<file path="config.mk">
export PLATFORM = sky130hd
export DESIGN_NAME = rx_ctrl
export DESIGN_NICKNAME = d
export VERILOG_FILES = /design/src/inc/rx_ctrl_pkg.sv /design/src/rtl/rx_ctrl.sv
export VERILOG_INCLUDE_DIRS = /design/src /design/src/inc
export SDC_FILE = /design/constraint.sdc
export NUM_CORES = 1
export LEC_CHECK = 0
export ABC_AREA = 1
export BUFFER_PORTS_ARGS = -buffer_cell sky130_fd_sc_hd__buf_2
export CAP_MARGIN = 20
export CORE_ASPECT_RATIO = 1.75
export CORE_MARGIN = 3
export CORE_UTILIZATION = 50
export DETAILED_ROUTE_END_ITERATION = 7
export PLACE_DENSITY = 0.78
export SLEW_MARGIN = 40
export SYNTH_ARGS = -nofsm -noshare
export SYNTH_HDL_FRONTEND = slang
export SYNTH_SLANG_ARGS = --single-unit
export TNS_END_PERCENT = 1
</file>
<file path="constraint.sdc">
create_clock -name i_clk -period 3.2 [get_ports i_clk]
set_input_delay 0.64 -clock i_clk [delete_from_list [all_inputs] [get_ports i_clk]]
set_output_delay 0.64 -clock i_clk [all_outputs]
set_load 0.01 [all_outputs]
</file>
<file path="src/inc/rx_ctrl_regs.svh">
// Register map, field positions, presets and timing constants of the receive control block
`ifndef RX_CTRL_REGS_SVH
`define RX_CTRL_REGS_SVH

// ==========================================
// Register offsets
`define REG_CHIP_STATUS_CONTROL 8'h00
`define REG_PROTOCOL_SELECT 8'h01
`define REG_NO_RESPONSE_WAIT_TIME 8'h07
`define REG_RECEIVE_BLANK_TIME 8'h08
`define REG_COLLISION_HIGH_AND_IRQ_MASK 8'h0d
`define REG_COLLISION_POSITION_LOW 8'h0e
`define REG_SIGNAL_LEVEL_OSC_STATUS 8'h0f

// ==========================================
// Reset values
`define RST_CHIP_STATUS_CONTROL 8'h00
`define RST_PROTOCOL_SELECT 8'h02
`define RST_IRQ_MASK 6'h00

// ==========================================
// Field positions
`define PSEL_PEER_BIT 5
`define PSEL_ROLE_BIT 4
`define PSEL_ACTIVE_BIT 3
`define PSEL_CARD_BIT 2
`define CSC_RSSI_EXT_BIT 1
`define CSC_TX_ON_BIT 5
`define SLS_OSC_BIT 6
`define COLL_HIGH_LSB 6
`define COLL_ID_FIRST_BIT 10'h010

// ==========================================
// Direct commands
`define CMD_RSSI_MEASURE 8'h18

// ==========================================
// Timing: unit times in picoseconds, clock in MHz
`define CLK_MHZ 40
`define BLANK_UNIT_PS 9440000
`define NO_RESP_UNIT_PS 37760000
`define PS_PER_US 1000000

// ==========================================
// Per-protocol timer presets (units of the timer)
`define BLANK_PRESET_VICINITY 8'h1f
`define BLANK_PRESET_PROX_A 8'h0e
`define BLANK_PRESET_PROX_B 8'h0e
`define BLANK_PRESET_THIRD 8'h1f
`define BLANK_PRESET_PEER 8'h0e
`define NO_RESP_PRESET_VICINITY 8'h0e
`define NO_RESP_PRESET_PROX_A 8'h0e
`define NO_RESP_PRESET_PROX_B 8'h0e
`define NO_RESP_PRESET_THIRD 8'h0e
`define NO_RESP_PRESET_PEER 8'h0e

`endif

</file>
<file path="src/inc/rx_ctrl_pkg.sv">
// Types shared by the receive control block and its bench
package rx_ctrl_pkg;

   // ==========================================
   // Operating modes and protocols
   typedef enum logic [1:0] {
      OP_READER,
      OP_PEER,
      OP_CARD_EMU
   } op_mode_t;

   typedef enum logic [2:0] {
      PROT_NONE,
      PROT_VICINITY,
      PROT_PROX_A,
      PROT_PROX_B,
      PROT_THIRD_PARTY
   } protocol_t;

   // Rate index: 0 = 106 kbps or vicinity low, 1 = 212 or vicinity high, 2 = 424, 3 = 848
   typedef struct packed {
      logic valid;
      op_mode_t op_mode;
      protocol_t protocol;
      logic [1:0] rate;
      logic dual_subcarrier;
      logic coding_256;
      logic initiator;
      logic active_comm;
   } mode_t;

   // ==========================================
   // Host register port
   typedef struct packed {
      logic wr;
      logic rd;
      logic [7:0] addr;
      logic [7:0] wdata;
   } reg_req_t;

   typedef struct packed {
      logic [2:0] main;
      logic [2:0] aux;
      logic [2:0] ext;
   } rssi_levels_t;

endpackage

</file>
<file path="src/rtl/rx_ctrl.sv">
// Receive control: protocol decode, collision position, blanking and no-response timers, signal level
`timescale 1ns/1ps
`default_nettype none
`include "rx_ctrl_regs.svh"

module rx_ctrl (
   input wire logic i_clk,
   input wire logic i_sys_rst,
   input wire rx_ctrl_pkg::reg_req_t i_reg,
   input wire logic i_cmd_valid,
   input wire logic [7:0] i_cmd_code,
   input wire logic i_tx_active,
   input wire logic i_slot_start,
   input wire logic i_rx_sof,
   input wire logic i_rx_active,
   input wire logic i_rx_frame_start,
   input wire logic i_rx_bit,
   input wire logic i_rx_collision,
   input wire rx_ctrl_pkg::rssi_levels_t i_rssi,
   input wire logic i_osc_stable,
   output logic [7:0] o_reg_rdata,
   output logic o_reg_rvalid,
   output rx_ctrl_pkg::mode_t o_mode,
   output logic o_rx_enable,
   output logic o_decoder_reset,
   output logic o_collision_event,
   output logic o_no_response_event,
   output logic [5:0] o_irq_mask,
   output logic [7:0] o_chip_status_control
);
   import rx_ctrl_pkg::*;

   // ==========================================
   // Timing
   localparam int BLANK_UNIT_CYC =
      (`BLANK_UNIT_PS * `CLK_MHZ + `PS_PER_US - 1) / `PS_PER_US;
   localparam int NO_RESP_UNIT_CYC =
      (`NO_RESP_UNIT_PS * `CLK_MHZ + `PS_PER_US - 1) / `PS_PER_US;
   localparam logic [11:0] BLANK_UNIT_LAST = 12'(BLANK_UNIT_CYC - 1);
   localparam logic [11:0] NO_RESP_UNIT_LAST = 12'(NO_RESP_UNIT_CYC - 1);

   // ==========================================
   // Protocol decode
   function automatic mode_t decode_mode(input logic [7:0] code);
      mode_t m;
      m = '0;
      m.valid = 1'b1;
      m.protocol = PROT_NONE;
      if (!code[`PSEL_PEER_BIT]) begin
         m.op_mode = OP_READER;
         unique case (code[4:3])
            2'b00: begin
               m.protocol = PROT_VICINITY;
               m.dual_subcarrier = code[2];
               m.rate = {1'b0, code[1]};
               m.coding_256 = code[0];
            end
            2'b01: begin
               m.protocol = code[2] ? PROT_PROX_B : PROT_PROX_A;
               m.rate = code[1:0];
            end
            default: begin
               m.protocol = code[1] ? PROT_THIRD_PARTY : PROT_NONE;
               m.rate = {code[0], ~code[0]};
               m.valid = code[1];
            end
         endcase
      end else if (!code[`PSEL_CARD_BIT]) begin
         // peer mode, role, passive or active
         m.op_mode = OP_PEER;
         m.initiator = code[`PSEL_ROLE_BIT];
         m.active_comm = code[`PSEL_ACTIVE_BIT];
         // peer bit rate, 00 not applicable
         m.rate = code[1:0] - 2'h1;
         m.protocol = PROT_PROX_A;
         m.valid = (code[1:0] != 2'h0);
      end else begin
         m.op_mode = OP_CARD_EMU;
         m.protocol = code[0] ? PROT_PROX_B : PROT_PROX_A;
         m.valid = !code[1];
      end
      if (!m.valid) begin
         m.protocol = PROT_NONE;
      end
      return m;
   endfunction

   function automatic logic [7:0] blank_preset(input mode_t m);
      logic [7:0] v;
      v = `BLANK_PRESET_VICINITY;
      if (m.op_mode != OP_READER) begin
         v = `BLANK_PRESET_PEER;
      end else if (m.protocol == PROT_PROX_A) begin
         v = `BLANK_PRESET_PROX_A;
      end else if (m.protocol == PROT_PROX_B) begin
         v = `BLANK_PRESET_PROX_B;
      end else if (m.protocol == PROT_THIRD_PARTY) begin
         v = `BLANK_PRESET_THIRD;
      end
      return v;
   endfunction

   function automatic logic [7:0] no_resp_preset(input mode_t m);
      logic [7:0] v;
      v = `NO_RESP_PRESET_VICINITY;
      if (m.op_mode != OP_READER) begin
         v = `NO_RESP_PRESET_PEER;
      end else if (m.protocol == PROT_PROX_A) begin
         v = `NO_RESP_PRESET_PROX_A;
      end else if (m.protocol == PROT_PROX_B) begin
         v = `NO_RESP_PRESET_PROX_B;
      end else if (m.protocol == PROT_THIRD_PARTY) begin
         v = `NO_RESP_PRESET_THIRD;
      end
      return v;
   endfunction

   // ==========================================
   // Registers
   logic [7:0] protocol_select;
   logic [7:0] no_response_wait_time;
   logic [7:0] receive_blank_time;
   logic [9:0] collision_position;
   logic [7:0] signal_level;
   logic tx_active_d;
   logic rx_active_d;
   mode_t next_mode;
   logic psel_wr;

   assign psel_wr = i_reg.wr && (i_reg.addr == `REG_PROTOCOL_SELECT);
   assign next_mode = decode_mode(psel_wr ? i_reg.wdata : protocol_select);

   always_ff @(posedge i_clk) begin
      if (i_sys_rst) begin
         protocol_select <= `RST_PROTOCOL_SELECT;
         o_chip_status_control <= `RST_CHIP_STATUS_CONTROL;
         o_irq_mask <= `RST_IRQ_MASK;
      end else if (i_reg.wr) begin
         unique case (i_reg.addr)
            `REG_PROTOCOL_SELECT: protocol_select <= i_reg.wdata;
            `REG_CHIP_STATUS_CONTROL: o_chip_status_control <= i_reg.wdata;
            `REG_COLLISION_HIGH_AND_IRQ_MASK: o_irq_mask <= i_reg.wdata[5:0];
            default: ;
         endcase
      end
   end

   // Presets win over a plain write because the protocol select write is tested first
   always_ff @(posedge i_clk) begin
      if (i_sys_rst) begin
         receive_blank_time <= blank_preset(decode_mode(`RST_PROTOCOL_SELECT));
         no_response_wait_time <= no_resp_preset(decode_mode(`RST_PROTOCOL_SELECT));
      end else if (psel_wr) begin
         // reload blank time, reload no-response time
         receive_blank_time <= blank_preset(next_mode);
         no_response_wait_time <= no_resp_preset(next_mode);
      end else if (i_reg.wr && i_reg.addr == `REG_RECEIVE_BLANK_TIME) begin
         receive_blank_time <= i_reg.wdata;
      end else if (i_reg.wr && i_reg.addr == `REG_NO_RESPONSE_WAIT_TIME) begin
         no_response_wait_time <= i_reg.wdata;
      end
   end

   always_ff @(posedge i_clk) begin
      if (i_sys_rst) begin
         o_mode <= decode_mode(`RST_PROTOCOL_SELECT);
      end else begin
         o_mode <= next_mode;
      end
   end

   // Read port: one cycle after the strobe
   always_ff @(posedge i_clk) begin
      if (i_sys_rst) begin
         o_reg_rdata <= 8'h00;
         o_reg_rvalid <= 1'b0;
      end else begin
         o_reg_rvalid <= i_reg.rd;
         if (i_reg.rd) begin
            unique case (i_reg.addr)
               `REG_CHIP_STATUS_CONTROL: o_reg_rdata <= o_chip_status_control;
               `REG_PROTOCOL_SELECT: o_reg_rdata <= protocol_select;
               `REG_NO_RESPONSE_WAIT_TIME: o_reg_rdata <= no_response_wait_time;
               `REG_RECEIVE_BLANK_TIME: o_reg_rdata <= receive_blank_time;
               // top position bits over the mask
               `REG_COLLISION_HIGH_AND_IRQ_MASK:
                  o_reg_rdata <= {collision_position[9:8], o_irq_mask};
               `REG_COLLISION_POSITION_LOW: o_reg_rdata <= collision_position[7:0];
               `REG_SIGNAL_LEVEL_OSC_STATUS: o_reg_rdata <= signal_level;
               default: o_reg_rdata <= 8'h00;
            endcase
         end
      end
   end

   // ==========================================
   // Collision position
   logic [9:0] bit_count;
   logic coll_enable;

   assign coll_enable = o_mode.valid && o_mode.protocol == PROT_PROX_A;

   // count from zero after the start bit
   always_ff @(posedge i_clk) begin
      if (i_sys_rst || i_rx_frame_start) begin
         bit_count <= 10'h000;
      end else if (i_rx_bit) begin
         bit_count <= bit_count + 10'h001;
      end
   end

   always_ff @(posedge i_clk) begin
      if (i_sys_rst) begin
         collision_position <= 10'h000;
         o_collision_event <= 1'b0;
      end else begin
         o_collision_event <= i_rx_collision && i_rx_bit && coll_enable;
         if (i_rx_collision && i_rx_bit && coll_enable) begin
            collision_position <= bit_count;
         end
      end
   end

   // ==========================================
   // Receive blanking after transmit
   logic [11:0] blank_pre;
   logic [7:0] blank_left;

   always_ff @(posedge i_clk) begin
      if (i_sys_rst) begin
         tx_active_d <= 1'b0;
         rx_active_d <= 1'b0;
      end else begin
         tx_active_d <= i_tx_active;
         rx_active_d <= i_rx_active;
      end
   end

   // units of 9.44 us after transmit end
   always_ff @(posedge i_clk) begin
      if (i_sys_rst) begin
         blank_left <= 8'h00;
         blank_pre <= 12'h000;
      end else if (tx_active_d && !i_tx_active) begin
         blank_left <= receive_blank_time;
         blank_pre <= 12'h000;
      end else if (blank_left != 8'h00) begin
         if (blank_pre == BLANK_UNIT_LAST) begin
            blank_pre <= 12'h000;
            blank_left <= blank_left - 8'h01;
         end else begin
            blank_pre <= blank_pre + 12'h001;
         end
      end
   end

   // decoders idle on an invalid code
   always_ff @(posedge i_clk) begin
      if (i_sys_rst) begin
         o_decoder_reset <= 1'b1;
         o_rx_enable <= 1'b0;
      end else begin
         o_rx_enable <= next_mode.valid;
         o_decoder_reset <= !next_mode.valid || i_tx_active
            || (tx_active_d && !i_tx_active && receive_blank_time != 8'h00)
            || (blank_left > 8'h01)
            || (blank_left == 8'h01 && blank_pre != BLANK_UNIT_LAST);
      end
   end

   // ==========================================
   // No-response slot timer
   logic [11:0] nr_pre;
   logic [7:0] nr_left;
   logic nr_armed;

   // units of 37.76 us from slot start
   always_ff @(posedge i_clk) begin
      if (i_sys_rst) begin
         nr_armed <= 1'b0;
         nr_left <= 8'h00;
         nr_pre <= 12'h000;
         o_no_response_event <= 1'b0;
      end else begin
         o_no_response_event <= 1'b0;
         if (i_slot_start) begin
            nr_armed <= (no_response_wait_time != 8'h00) && o_mode.valid;
            nr_left <= no_response_wait_time;
            nr_pre <= 12'h000;
         end else if (i_rx_sof) begin
            nr_armed <= 1'b0;
         end else if (nr_armed) begin
            if (nr_pre == NO_RESP_UNIT_LAST) begin
               nr_pre <= 12'h000;
               nr_left <= nr_left - 8'h01;
               if (nr_left == 8'h01) begin
                  nr_armed <= 1'b0;
                  o_no_response_event <= 1'b1;
               end
            end else begin
               nr_pre <= nr_pre + 12'h001;
            end
         end
      end
   end

   // ==========================================
   // Signal level
   logic [2:0] peak_main;
   logic [2:0] peak_aux;
   logic use_ext;
   logic tx_on;

   assign use_ext = o_chip_status_control[`CSC_RSSI_EXT_BIT];
   assign tx_on = o_chip_status_control[`CSC_TX_ON_BIT];

   // clear on transmit start, peak hold while receiving
   always_ff @(posedge i_clk) begin
      if (i_sys_rst || (i_tx_active && !tx_active_d)) begin
         peak_main <= 3'h0;
         peak_aux <= 3'h0;
      end else if (i_rx_active) begin
         if (i_rssi.main > peak_main) begin
            peak_main <= i_rssi.main;
         end
         if (i_rssi.aux > peak_aux) begin
            peak_aux <= i_rssi.aux;
         end
      end
   end

   // both paths in one register, side by side
   // source select, capture on command with carrier on or external source selected
   always_ff @(posedge i_clk) begin
      if (i_sys_rst || (i_tx_active && !tx_active_d)) begin
         signal_level <= 8'h00;
      end else if (i_cmd_valid && i_cmd_code == `CMD_RSSI_MEASURE && (tx_on || use_ext)) begin
         // external level sits in the main field when chosen
         // Command samples the live path levels, not the last packet's peaks
         signal_level <= use_ext ? {1'b0, i_osc_stable, 3'h0, i_rssi.ext}
                                 : {1'b0, i_osc_stable, i_rssi.aux, i_rssi.main};
      end else if (rx_active_d && !i_rx_active && !use_ext) begin
         // Packet end publishes the held peaks unless the external source is selected
         signal_level <= {1'b0, i_osc_stable, peak_aux, peak_main};
      end else begin
         signal_level[`SLS_OSC_BIT] <= i_osc_stable;
      end
   end

endmodule

`default_nettype wire
</file>
# [Yosys cells after proc, flatten, opt, wreduce, memory -nomap -nowiden]
# Cells that the tools add are included.
# W data, S select, Z words.
[op_classes] add_sub_neg=6 n_reduce_logical=57 n_lt_le_gt_ge=3 shifts=0 mul=0 n_bitwise=7 mux=35 eq_ne=17 div=0
[ops] op="$mux W8" count=11
[ops] op="$pmux W8 S7" count=1
[ops] op="$eq A8 B4 Y1 const B" count=4
[ops] op="$add A12 B1 Y12 const B" count=2
[ops] op="$eq A8 B1 Y1 const B" count=3
[ops] op="$mux W12" count=2
[ops] op="$mux W6" count=4
[ops] op="$reduce_bool A8 Y1" count=3
[ops] op="$reduce_and A2 Y1" count=8
[ops] op="$reduce_bool A2 Y1" count=8
[ops] op="$sub A8 B1 Y8 const B" count=2
[ops] op="$logic_and A1 B1 Y1" count=15
[ops] op="$mux W5" count=3
[ops] op="$eq A12 B11 Y1 const B" count=1
[ops] op="$eq A12 B9 Y1 const B" count=1
[ops] op="$ne A12 B9 Y1 const B" count=1
[ops] op="$add A10 B1 Y10 const B" count=1
[ops] op="$mux W1" count=10
[ops] op="$pmux W5 S2" count=1
[ops] op="$eq A3 B2 Y1 const B" count=3
[ops] op="$eq A8 B3 Y1 const B" count=1
[ops] op="$eq A8 B5 Y1 const B" count=1
[ops] op="$gt A8 B1 Y1 const B" count=1
[ops] op="$logic_not A8 Y1" count=1
[ops] op="other kinds (14)" count=37
[word_totals] wordCells=157 reg_bits=140 mem_bits_ro=0 latch_bits=0 n_memories=0 inputBits=46 mem_bits_rw=0 output_inout_bits=39

# [Longest topological paths before layout]
# Gate-level depths: netlist of the first run.
[depth] word_depth=13 ltp_mapped=13 ltp_nobuf=13

# [Worst setup path after synthesis of the first run]
# OpenSTA, ideal clock, no wires.
[synth_timing] kind="input-to-reg" from="input port i_reg[15] (netlist bit)" to="register o_mode[11] (netlist bit)" path_buffers=0 path_stages=13 t_arrival_ps=1904 setup_time_ps=124 path_slack_ps=1172 t_required_ps=3076 cell_sequence="nor2_1 -> nand2_2 -> inv_2 -> nand2_2 -> nor2_4 -> nand2_1 -> o21ai_2 -> ha_1 -> nand2_1 -> nand2_1 -> nand2_1 -> nand3_2 -> nand2_1"
[synth_between] elab_chain_cells=7 elab_cells_between_ends=11 classes_between="eq/ne: 2; mux: 4; reduce/logical: 5"
[synth_rtl] item="start, declared" line="rx_ctrl.sv:9" rtl="input wire rx_ctrl_pkg::reg_req_t i_reg,"
[synth_rtl] item="$eq A8 B1 Y1 *"
[synth_rtl] item="$logic_and A1 B1 Y1 *" line="rx_ctrl.sv:130" rtl="assign psel_wr = i_reg.wr && (i_reg.addr == `REG_PROTOCOL_SELECT);"
[synth_rtl] item="$mux W6 *" line="rx_ctrl.sv:131" rtl="assign next_mode = decode_mode(psel_wr ? i_reg.wdata : protocol_select);"
[synth_rtl] item="$eq A2 B1 Y1 / $logic_not A2 Y1 (equally long branches)" line="rx_ctrl.sv:51" rtl="unique case (code[4:3])"
[synth_rtl] item="$reduce_or A2 Y1 (no line)"
[synth_rtl] item="$mux W1" line="rx_ctrl.sv:51"
[synth_rtl] item="$mux W8 *" line="rx_ctrl.sv:49" rtl="if (!code[`PSEL_PEER_BIT]) begin"
[synth_rtl] item="end signal, assigned" line="rx_ctrl.sv:166" rtl="o_mode <= decode_mode(`RST_PROTOCOL_SELECT);"
[synth_rtl] item="end signal, assigned" line="rx_ctrl.sv:168" rtl="o_mode <= next_mode;"
[synth_rtl] item="end, declared" line="rx_ctrl.sv:23" rtl="output rx_ctrl_pkg::mode_t o_mode,"
# Mark *: on every way between the ends. The rest lies on a longest branch, timed or not.
# A chain may end at the register's enable or synchronous reset.

# [Worst setup path in the final report of the first run]
[layout_timing] from="input port i_reg[15] (netlist bit)" to="register receive_blank_time[0]"
[layout_between] elab_chain_cells=13 elab_cells_between_ends=26 classes_between="eq/ne: 5; mux: 13; reduce/logical: 8"
[layout_rtl] item="$eq A8 B1 Y1"
[layout_rtl] item="$logic_and A1 B1 Y1" line="rx_ctrl.sv:130"
[layout_rtl] item="$mux W6" line="rx_ctrl.sv:131"
[layout_rtl] item="$eq A2 B1 Y1 / $logic_not A2 Y1 (equally long branches)" line="rx_ctrl.sv:51"
[layout_rtl] item="$reduce_or A2 Y1 (no line)"
[layout_rtl] item="$mux W1" line="rx_ctrl.sv:51"
[layout_rtl] item="$mux W8" line="rx_ctrl.sv:49"
[layout_rtl] item="$mux W3" line="rx_ctrl.sv:82" rtl="if (!m.valid) begin"
[layout_rtl] item="$eq A3 B2 Y1"
[layout_rtl] item="$mux W5" line="rx_ctrl.sv:95" rtl="end else if (m.protocol == PROT_PROX_B) begin"
[layout_rtl] item="$mux W5" line="rx_ctrl.sv:93" rtl="end else if (m.protocol == PROT_PROX_A) begin"
[layout_rtl] item="$mux W5" line="rx_ctrl.sv:91" rtl="if (m.op_mode != OP_READER) begin"
[layout_rtl] item="$mux W8" line="rx_ctrl.sv:153" rtl="end else if (psel_wr) begin"
[layout_rtl] item="end signal, assigned" line="rx_ctrl.sv:151" rtl="receive_blank_time <= blank_preset(decode_mode(`RST_PROTOCOL_SELECT));"
[layout_rtl] item="end signal, assigned" line="rx_ctrl.sv:155" rtl="receive_blank_time <= blank_preset(next_mode);"
[layout_rtl] item="end signal, assigned" line="rx_ctrl.sv:158" rtl="receive_blank_time <= i_reg.wdata;"
[layout_rtl] item="end, declared" line="rx_ctrl.sv:122" rtl="logic [7:0] receive_blank_time;"
# Parallel ways exist; a longest one is shown, timed or not.

==> flow_metrics.py, run 1 <==
metrics = {
    "status": {
        "outcome": "complete, no violations",
    },
    "place": {
        "pre_cts_slack_ps": 741,
        "place.gp.congestion": 0.960,
        "io_buffers": 84,
        "place_area_um2": 7410,
        "hpwl_um": 13700,
    },
    "final_layout": {
        "drive_gt1_share_pct": 15.1,
        "area_growth_pct": 16.1,
        "insertedDiodeCount": 0,
        "finalCoreUtilization_pct": 59.2,
        "final_nets": 1128,
        "fin_area_um2": 7970,
    },
    "worst_setup_path": {
        "crit_type": "primary input to flip-flop",
        "rrSetupSlack_ps": 1220,
        "cp-start-kind": "primary input",
        "critical_path.max_fanout": 28,
        "critPathRequiredTime_ps": 3510,
        "critPathCaptureType": "flip-flop",
        "arrival_ps": 2390,
    },
    "timing": {
        "rsz0062_at_grt": "no",
        "finalMaxSlewViolations": 0,
        "finClkSkew_ps": 8.24,
        "setup_ws_ps": 1120,
        "setup_tns_ps": 0,
        "setup_viol": 0,
        "max_slew_margin_pct": 58.1,
        "period_share_pct": 65.0,
        "worst_hold_slack_ps": 453,
        "max_slew.worst_pin.slew_ps": 622,
        "clock.fmax_ghz": 0.481,
        "finalHoldViolations": 0,
        "fin_crit_ps": 2080,
    },
    "clock_network": {
        "ctsHoldBuffers": 0,
        "clk-insertion-delay-late_ps": 420,
        "cts_buffer_depth": 2,
        "cts_sinks": 139,
        "clk_pin_slew_ps": 60,
        "cts_made_buffers": 17,
        "cts_max_level": 4,
        "cts_tree": "done",
        "postCtsSetupBuffers": 0,
        "cts_resized": 0,
        "cts_root_buf": "clkbuf_16",
    },
    "logic_synthesis": {
        "syn-cell-area_um2": 6870,
        "synthCells": 984,
        "synth-seq-cells": 139,
        "synth_enable_flop_cells": 0,
        "yosysSeqAreaShare_pct": 40.5,
        "synth_cell_types": 40,
        "yosysWarnings": 0,
        "ys.flop_type": "dfxtp_1",
        "syn_area_per_cell_um2": 6.98,
        "async_flop_share_pct": 0,
        "syn-num-nets": 1046,
    },
    "route": {
        "vias": 6753,
        "final_antenna_net_count": 0,
        "drc": 0,
        "first_pass_iters": 5,
        "viasPerCell": 5.39,
        "drtIter0Drc": 353,
        "totalWireLength_um": 18100,
        "avgRoutedWirePerCell_um": 14.4,
    },
    "global_routing": {
        "grt_pass1_wl_um": 29800,
        "grt-ovfl-total": 0,
        "grtUsageMet1_pct": 25.2,
        "gr-usage-met3_pct": 4.47,
        "antenna_found_initial": 0,
        "busiest_layer": "met2",
        "grt_max_degree": 29,
        "grt_usage_pct": 24.6,
        "grt_pass1_vias": 6461,
        "grt_use_met2_pct": 44.7,
    },
    "floorplanning": {
        "die_w_um": 94.6,
        "ioPinCount": 85,
        "die_area_um2": 15200,
        "design.core.area_um2": 13500,
        "initial_core_util_pct": 51.0,
        "rows": 56,
        "die_y_um": 161,
    },
    "power_and_ir_drop": {
        "powerDensity_nw_per_um2": 491,
        "power_leakage_nw": 3.36,
        "peakVddDrop_mv": 0.394,
    },
    "min_path": {
        "hold_class": "primary input to flip-flop",
    },
    "flow_run": {
        "drv_cap": 0,
    },
}
==> path summary, 6_finish.rpt <==
kind                                         endpoint  depth (start not counted)      startpoint
worst min register to register         o_reg_rdata[7]                          2  o_reg_rdata[7]
worst max-delay path            receive_blank_time[0]                         14       i_reg[15]
worst max register to register             nr_left[1]                          9       nr_pre[0]
worst min-delay path                  signal_level[6]                          3    i_osc_stable
==> stage by stage <==
step | power (mW) | instances
6_report | 3.91 | 1253
5_1_grt | 4.03 | 1253
4_1_cts | 3.93 | 1253
3_5_place_dp | 2.10 | 1221
3_3_place_gp | 2.10 | 1221
2_1_floorplan | 2.00 | 984
==> sequential cells by signal (all words and copies together) (netlist names), 10 cells and up <==
register            count
collision_position     10
o_mode                 12
blank_pre              12
bit_count              10
nr_pre                 12
==> layout make-up <==
type / count / area, um2
inverter: 119 / 452
fill: 1288 / 5480
multi-input combinational: 700 / 3510
clock buffer: 19 / 433
tap: 174 / 218
clock inverter: 13 / 121
sequential: 139 / 2780
timing repair buffer: 89 / 458
==> cells by family after synthesis <==
group	share of synthesized area, %
flops	40.5
xor+xnor	1.91
compound gates	13.9
simple gates	32.3
buf+inv	8.47
fa+ha+maj	2.92
==> layer usage <==
layer	routed length (um)	up-vias
met5	0	-
met3	867	60
met4	1080	0
li1	-	3393
met2	9680	180
met1	6470	3120
==> cell usage after synthesis (all sizes together) (5+ instances only) <==
master | instances | area [um2]
o21ai | 84 | 432
xor2 | 12 | 105
nor3b | 9 | 67.6
nor4 | 5 | 31.3
a31oi | 14 | 87.6
dfxtp | 139 | 2780
nand4 | 6 | 37.5
nand2 | 216 | 851
ha | 16 | 200
a211oi | 5 | 37.5
nor3 | 27 | 150
buf | 14 | 85.1
nor2 | 120 | 488
nand3 | 103 | 563
a21oi | 70 | 350
clkbuf | 12 | 45.0
inv | 118 | 448
==> power breakdown <==
| group | total (mW) | internal, mW | switching [mW] |
|---|---|---|---|
| clock | 1.84 | 1.07 | 0.770 |
| combinational | 0.292 | 0.0984 | 0.194 |
| sequential | 1.78 | 1.76 | 0.0180 |
| total | 3.91 | 2.93 | 0.982 |
==> layout by cell type (no fill, tap or decap), types with 3 or more instances in the layout <==
| cell type | n |
|---|---|
| xnor2_1 | 3 |
| nand4_1 | 6 |
| o21ai_2 | 3 |
| inv_1 | 110 |
| dfxtp_1 | 139 |
| a21oi_1 | 69 |
| a31oi_1 | 14 |
| nor2_2 | 3 |
| ha_1 | 16 |
| nand3_1 | 95 |
| nor2_4 | 4 |
| a211oi_1 | 5 |
| nor2_1 | 113 |
| nand2_2 | 13 |
| clkinvlp_4 | 5 |
| buf_4 | 5 |
| nor4_1 | 5 |
| nor3b_1 | 9 |
| nand2_1 | 202 |
| buf_2 | 84 |
| clkbuf_16 | 17 |
| nor3_1 | 24 |
| xor2_1 | 12 |
| clkinv_4 | 3 |
| inv_2 | 6 |
| nor3_2 | 3 |
| o21ai_0 | 80 |
| nand3_2 | 7 |
==> critical path: stages <==
cell and delay [ps]:
buf_2 90, nor2_1 130, nand2_2 200, inv_2 190, buf_4 290, nand2_1 80, nor2_1 90, nand2_1 90
nand2_1 180, inv_1 170, nand2_1 90, nand2_1 50, inv_1 50, nand2_1 40
No activity file was read; power rests on OpenSTA's default activity.
==> run 2, diff against run 1 <==
--- a/config.mk
+++ b/config.mk
@@ -13,7 +13,7 @@
 export CORE_MARGIN = 3
 export CORE_UTILIZATION = 50
 export DETAILED_ROUTE_END_ITERATION = 7
-export PLACE_DENSITY = 0.78
+export PLACE_DENSITY = 0.81
 export SLEW_MARGIN = 40
 export SYNTH_ARGS = -nofsm -noshare
 export SYNTH_HDL_FRONTEND = slang
==> constraint.sdc (replaced) <==
create_clock -name i_clk -period 1.85 [get_ports i_clk]
set_input_delay 0.37 -clock i_clk [delete_from_list [all_inputs] [get_ports i_clk]]
set_output_delay 0.37 -clock i_clk [all_outputs]
set_load 0.01 [all_outputs]
==> flow_metrics.py, run 2 (synthesis results as in run 1) <==
metrics = {
    "global_routing": {
        "antenna_found_initial": 0,
        "grt_pass1_vias": 6919,
        "grt_max_degree": 34,
        "grt-ovfl-total": 0,
        "grt_usage_pct": 25.7,
        "grt_pass1_wl_um": 30900,
    },
    "place": {
        "place.gp.congestion": 0.932,
        "io_buffers": 84,
        "hpwl_um": 14100,
    },
    "route": {
        "first_pass_iters": 5,
        "final_antenna_net_count": 0,
        "drc": 0,
        "viasPerCell": 5.35,
        "avgRoutedWirePerCell_um": 14.7,
        "vias": 6922,
        "drtIter0Drc": 380,
        "totalWireLength_um": 19000,
    },
    "min_path": {
        "min_from": "i_osc_stable",
        "hold_class": "primary input to flip-flop",
        "holdPathStages": 3,
        "min_to": "signal_level[6]",
    },
    "worst_setup_path": {
        "critPathCaptureType": "flip-flop",
        "critical_path.max_fanout": 10,
        "cp-start-kind": "flip-flop",
        "arrival_ps": 2080,
        "r2r_cells": 9,
        "reg2reg_from": "blank_left[1]",
        "crit_type": "flip-flop to flip-flop",
        "rrSetupSlack_ps": 120,
        "reg2reg_to": "blank_pre[4]",
        "critPathRequiredTime_ps": 2200,
    },
    "power_and_ir_drop": {
        "p_sw_share_pct": 23.0,
        "peakVddDrop_mv": 0.721,
        "power_frac_seq_pct": 42.5,
        "clkPwrFrac_pct": 50.0,
        "power_leakage_nw": 3.61,
        "power_mw": 7.22,
        "p_comb_share_pct": 7.4,
        "intPower_mw": 5.56,
        "powerDensity_nw_per_um2": 860,
        "power_switching_mw": 1.66,
    },
    "final_layout": {
        "most-common-layout-cells": "202 x nand2_1, 139 x dfxtp_1, 112 x nor2_1, 110 x inv_1, 95 x nand3_1",
        "area_growth_pct": 22.3,
        "final_nets": 1170,
        "insertedDiodeCount": 0,
        "multi_input_area_um2": 3520,
        "fillers": 1223,
        "reg_top3": "blank_pre: 12 flops, nr_pre: 12 flops, o_mode: 12 flops",
        "mostFrequentLayoutCell": "nand2_1",
        "drive_gt1_share_pct": 18.4,
        "seq_area_um2": 2780,
    },
    "clock_network": {
        "clk_pin_slew_ps": 60,
        "cts_sinks": 139,
        "cts_root_buf": "clkbuf_16",
        "cts_max_level": 4,
        "cts_made_buffers": 17,
        "cts_tree": "done",
        "clk-insertion-delay-late_ps": 420,
        "cts_buffer_depth": 2,
        "postCtsSetupBuffers": 0,
    },
    "timing": {
        "finClkSkew_ps": 7.78,
        "clock.fmax_ghz": 0.578,
        "setup_viol": 0,
        "fin_crit_ps": 1730,
        "period_share_pct": 93.5,
        "finalHoldViolations": 0,
        "finalMaxSlewViolations": 0,
        "setup_tns_ps": 0,
        "max_slew.worst_pin.slew_ps": 643,
        "max_slew_margin_pct": 56.7,
    },
    "floorplanning": {
        "die_y_um": 161,
        "die_w_um": 94.6,
        "initial_core_util_pct": 51.0,
        "ioPinCount": 85,
        "design.core.area_um2": 13500,
        "rows": 56,
        "die_area_um2": 15200,
    },
    "flow_run": {
        "drv_cap": 0,
    },
    "status": {
        "outcome": "complete, no violations",
    },
}
[run 2: cell count changes in the layout (fill, tap and decap cells not counted), moves of 2 or more]
| cell | delta |
|---|---|
| bufinv_16 | +3 |
| clkinv_4 | -2 |
| buf_12 | +2 |
| buf_4 | +40 |
| clkbuf_8 | +2 |
| clkinvlp_4 | -2 |
[run 2: timing repair]
item                                    in CTS  in global routing
hold buffers                                 0                  0
endpoints found under the setup margin       0                  4
resized for setup                            0                  4
[run 2: final cells by class]
cell class	instances	share of cell area, %
multi-input combinational	700	41.9
sequential	139	33.1
timing repair buffer	131	9.51
clock buffer	21	5.48
inverter	119	5.38
tap	174	2.59
clock inverter	10	1.97
[run 2: worst max path at each step]
stage	from	end	cells past startpoint
2_1_floorplan	i_reg[15]	o_mode[11]	13
3_5_place_dp	i_reg[15]	o_mode[7]	14
3_3_place_gp	i_reg[15]	o_mode[7]	14
4_1_cts	blank_left[1]	blank_pre[9]	9
5_1_grt	blank_left[1]	blank_pre[4]	9
6_report	blank_left[1]	blank_pre[4]	9
[run 2: critical path: stages (launching register included)]
cell and delay [ps]:
dfxtp_1 370, inv_1 80, ha_1 220, nand2_1 130, inv_1 90, nand2_4 130, nand3_1 140, buf_4 170
o21ai_0 160, nor3b_2 180
[run 2: per-layer routing]
layer,global-route usage (%),part of all wire (%)
met3,4.94,4.6
met5,0,0
met2,47.1,53
met1,24.7,35
met4,18.9,7.1
[run 2: power groups by stage]
stage                     logic, mW  clock network (mW)  registers, mW
final                         0.538                3.61           3.07
after CTS                     0.533                3.64           3.07
after detailed placement      0.529                   0           3.14
after global placement        0.520                   0           3.14
after global routing          0.606                3.76           3.08
after floorplan               0.332                   0           3.13
[run 2: per-stage QoR]
step / instance area, um2 / setup slack (ps) / util, % / instances / hold slack, ps
finish: 8400 / 120 / 62.4 / 1294 / 166
floorplan: 6870 / 91.5 / - / 984 / 437
CTS: 8380 / 58.5 / 62.3 / 1294 / 162
global placement: 7750 / -12.8 / 57.6 / 1263 / 453
detailed placement: 7750 / -40.4 / 57.6 / 1263 / 466
global route: 8400 / -6.87 / 62.4 / 1294 / 188
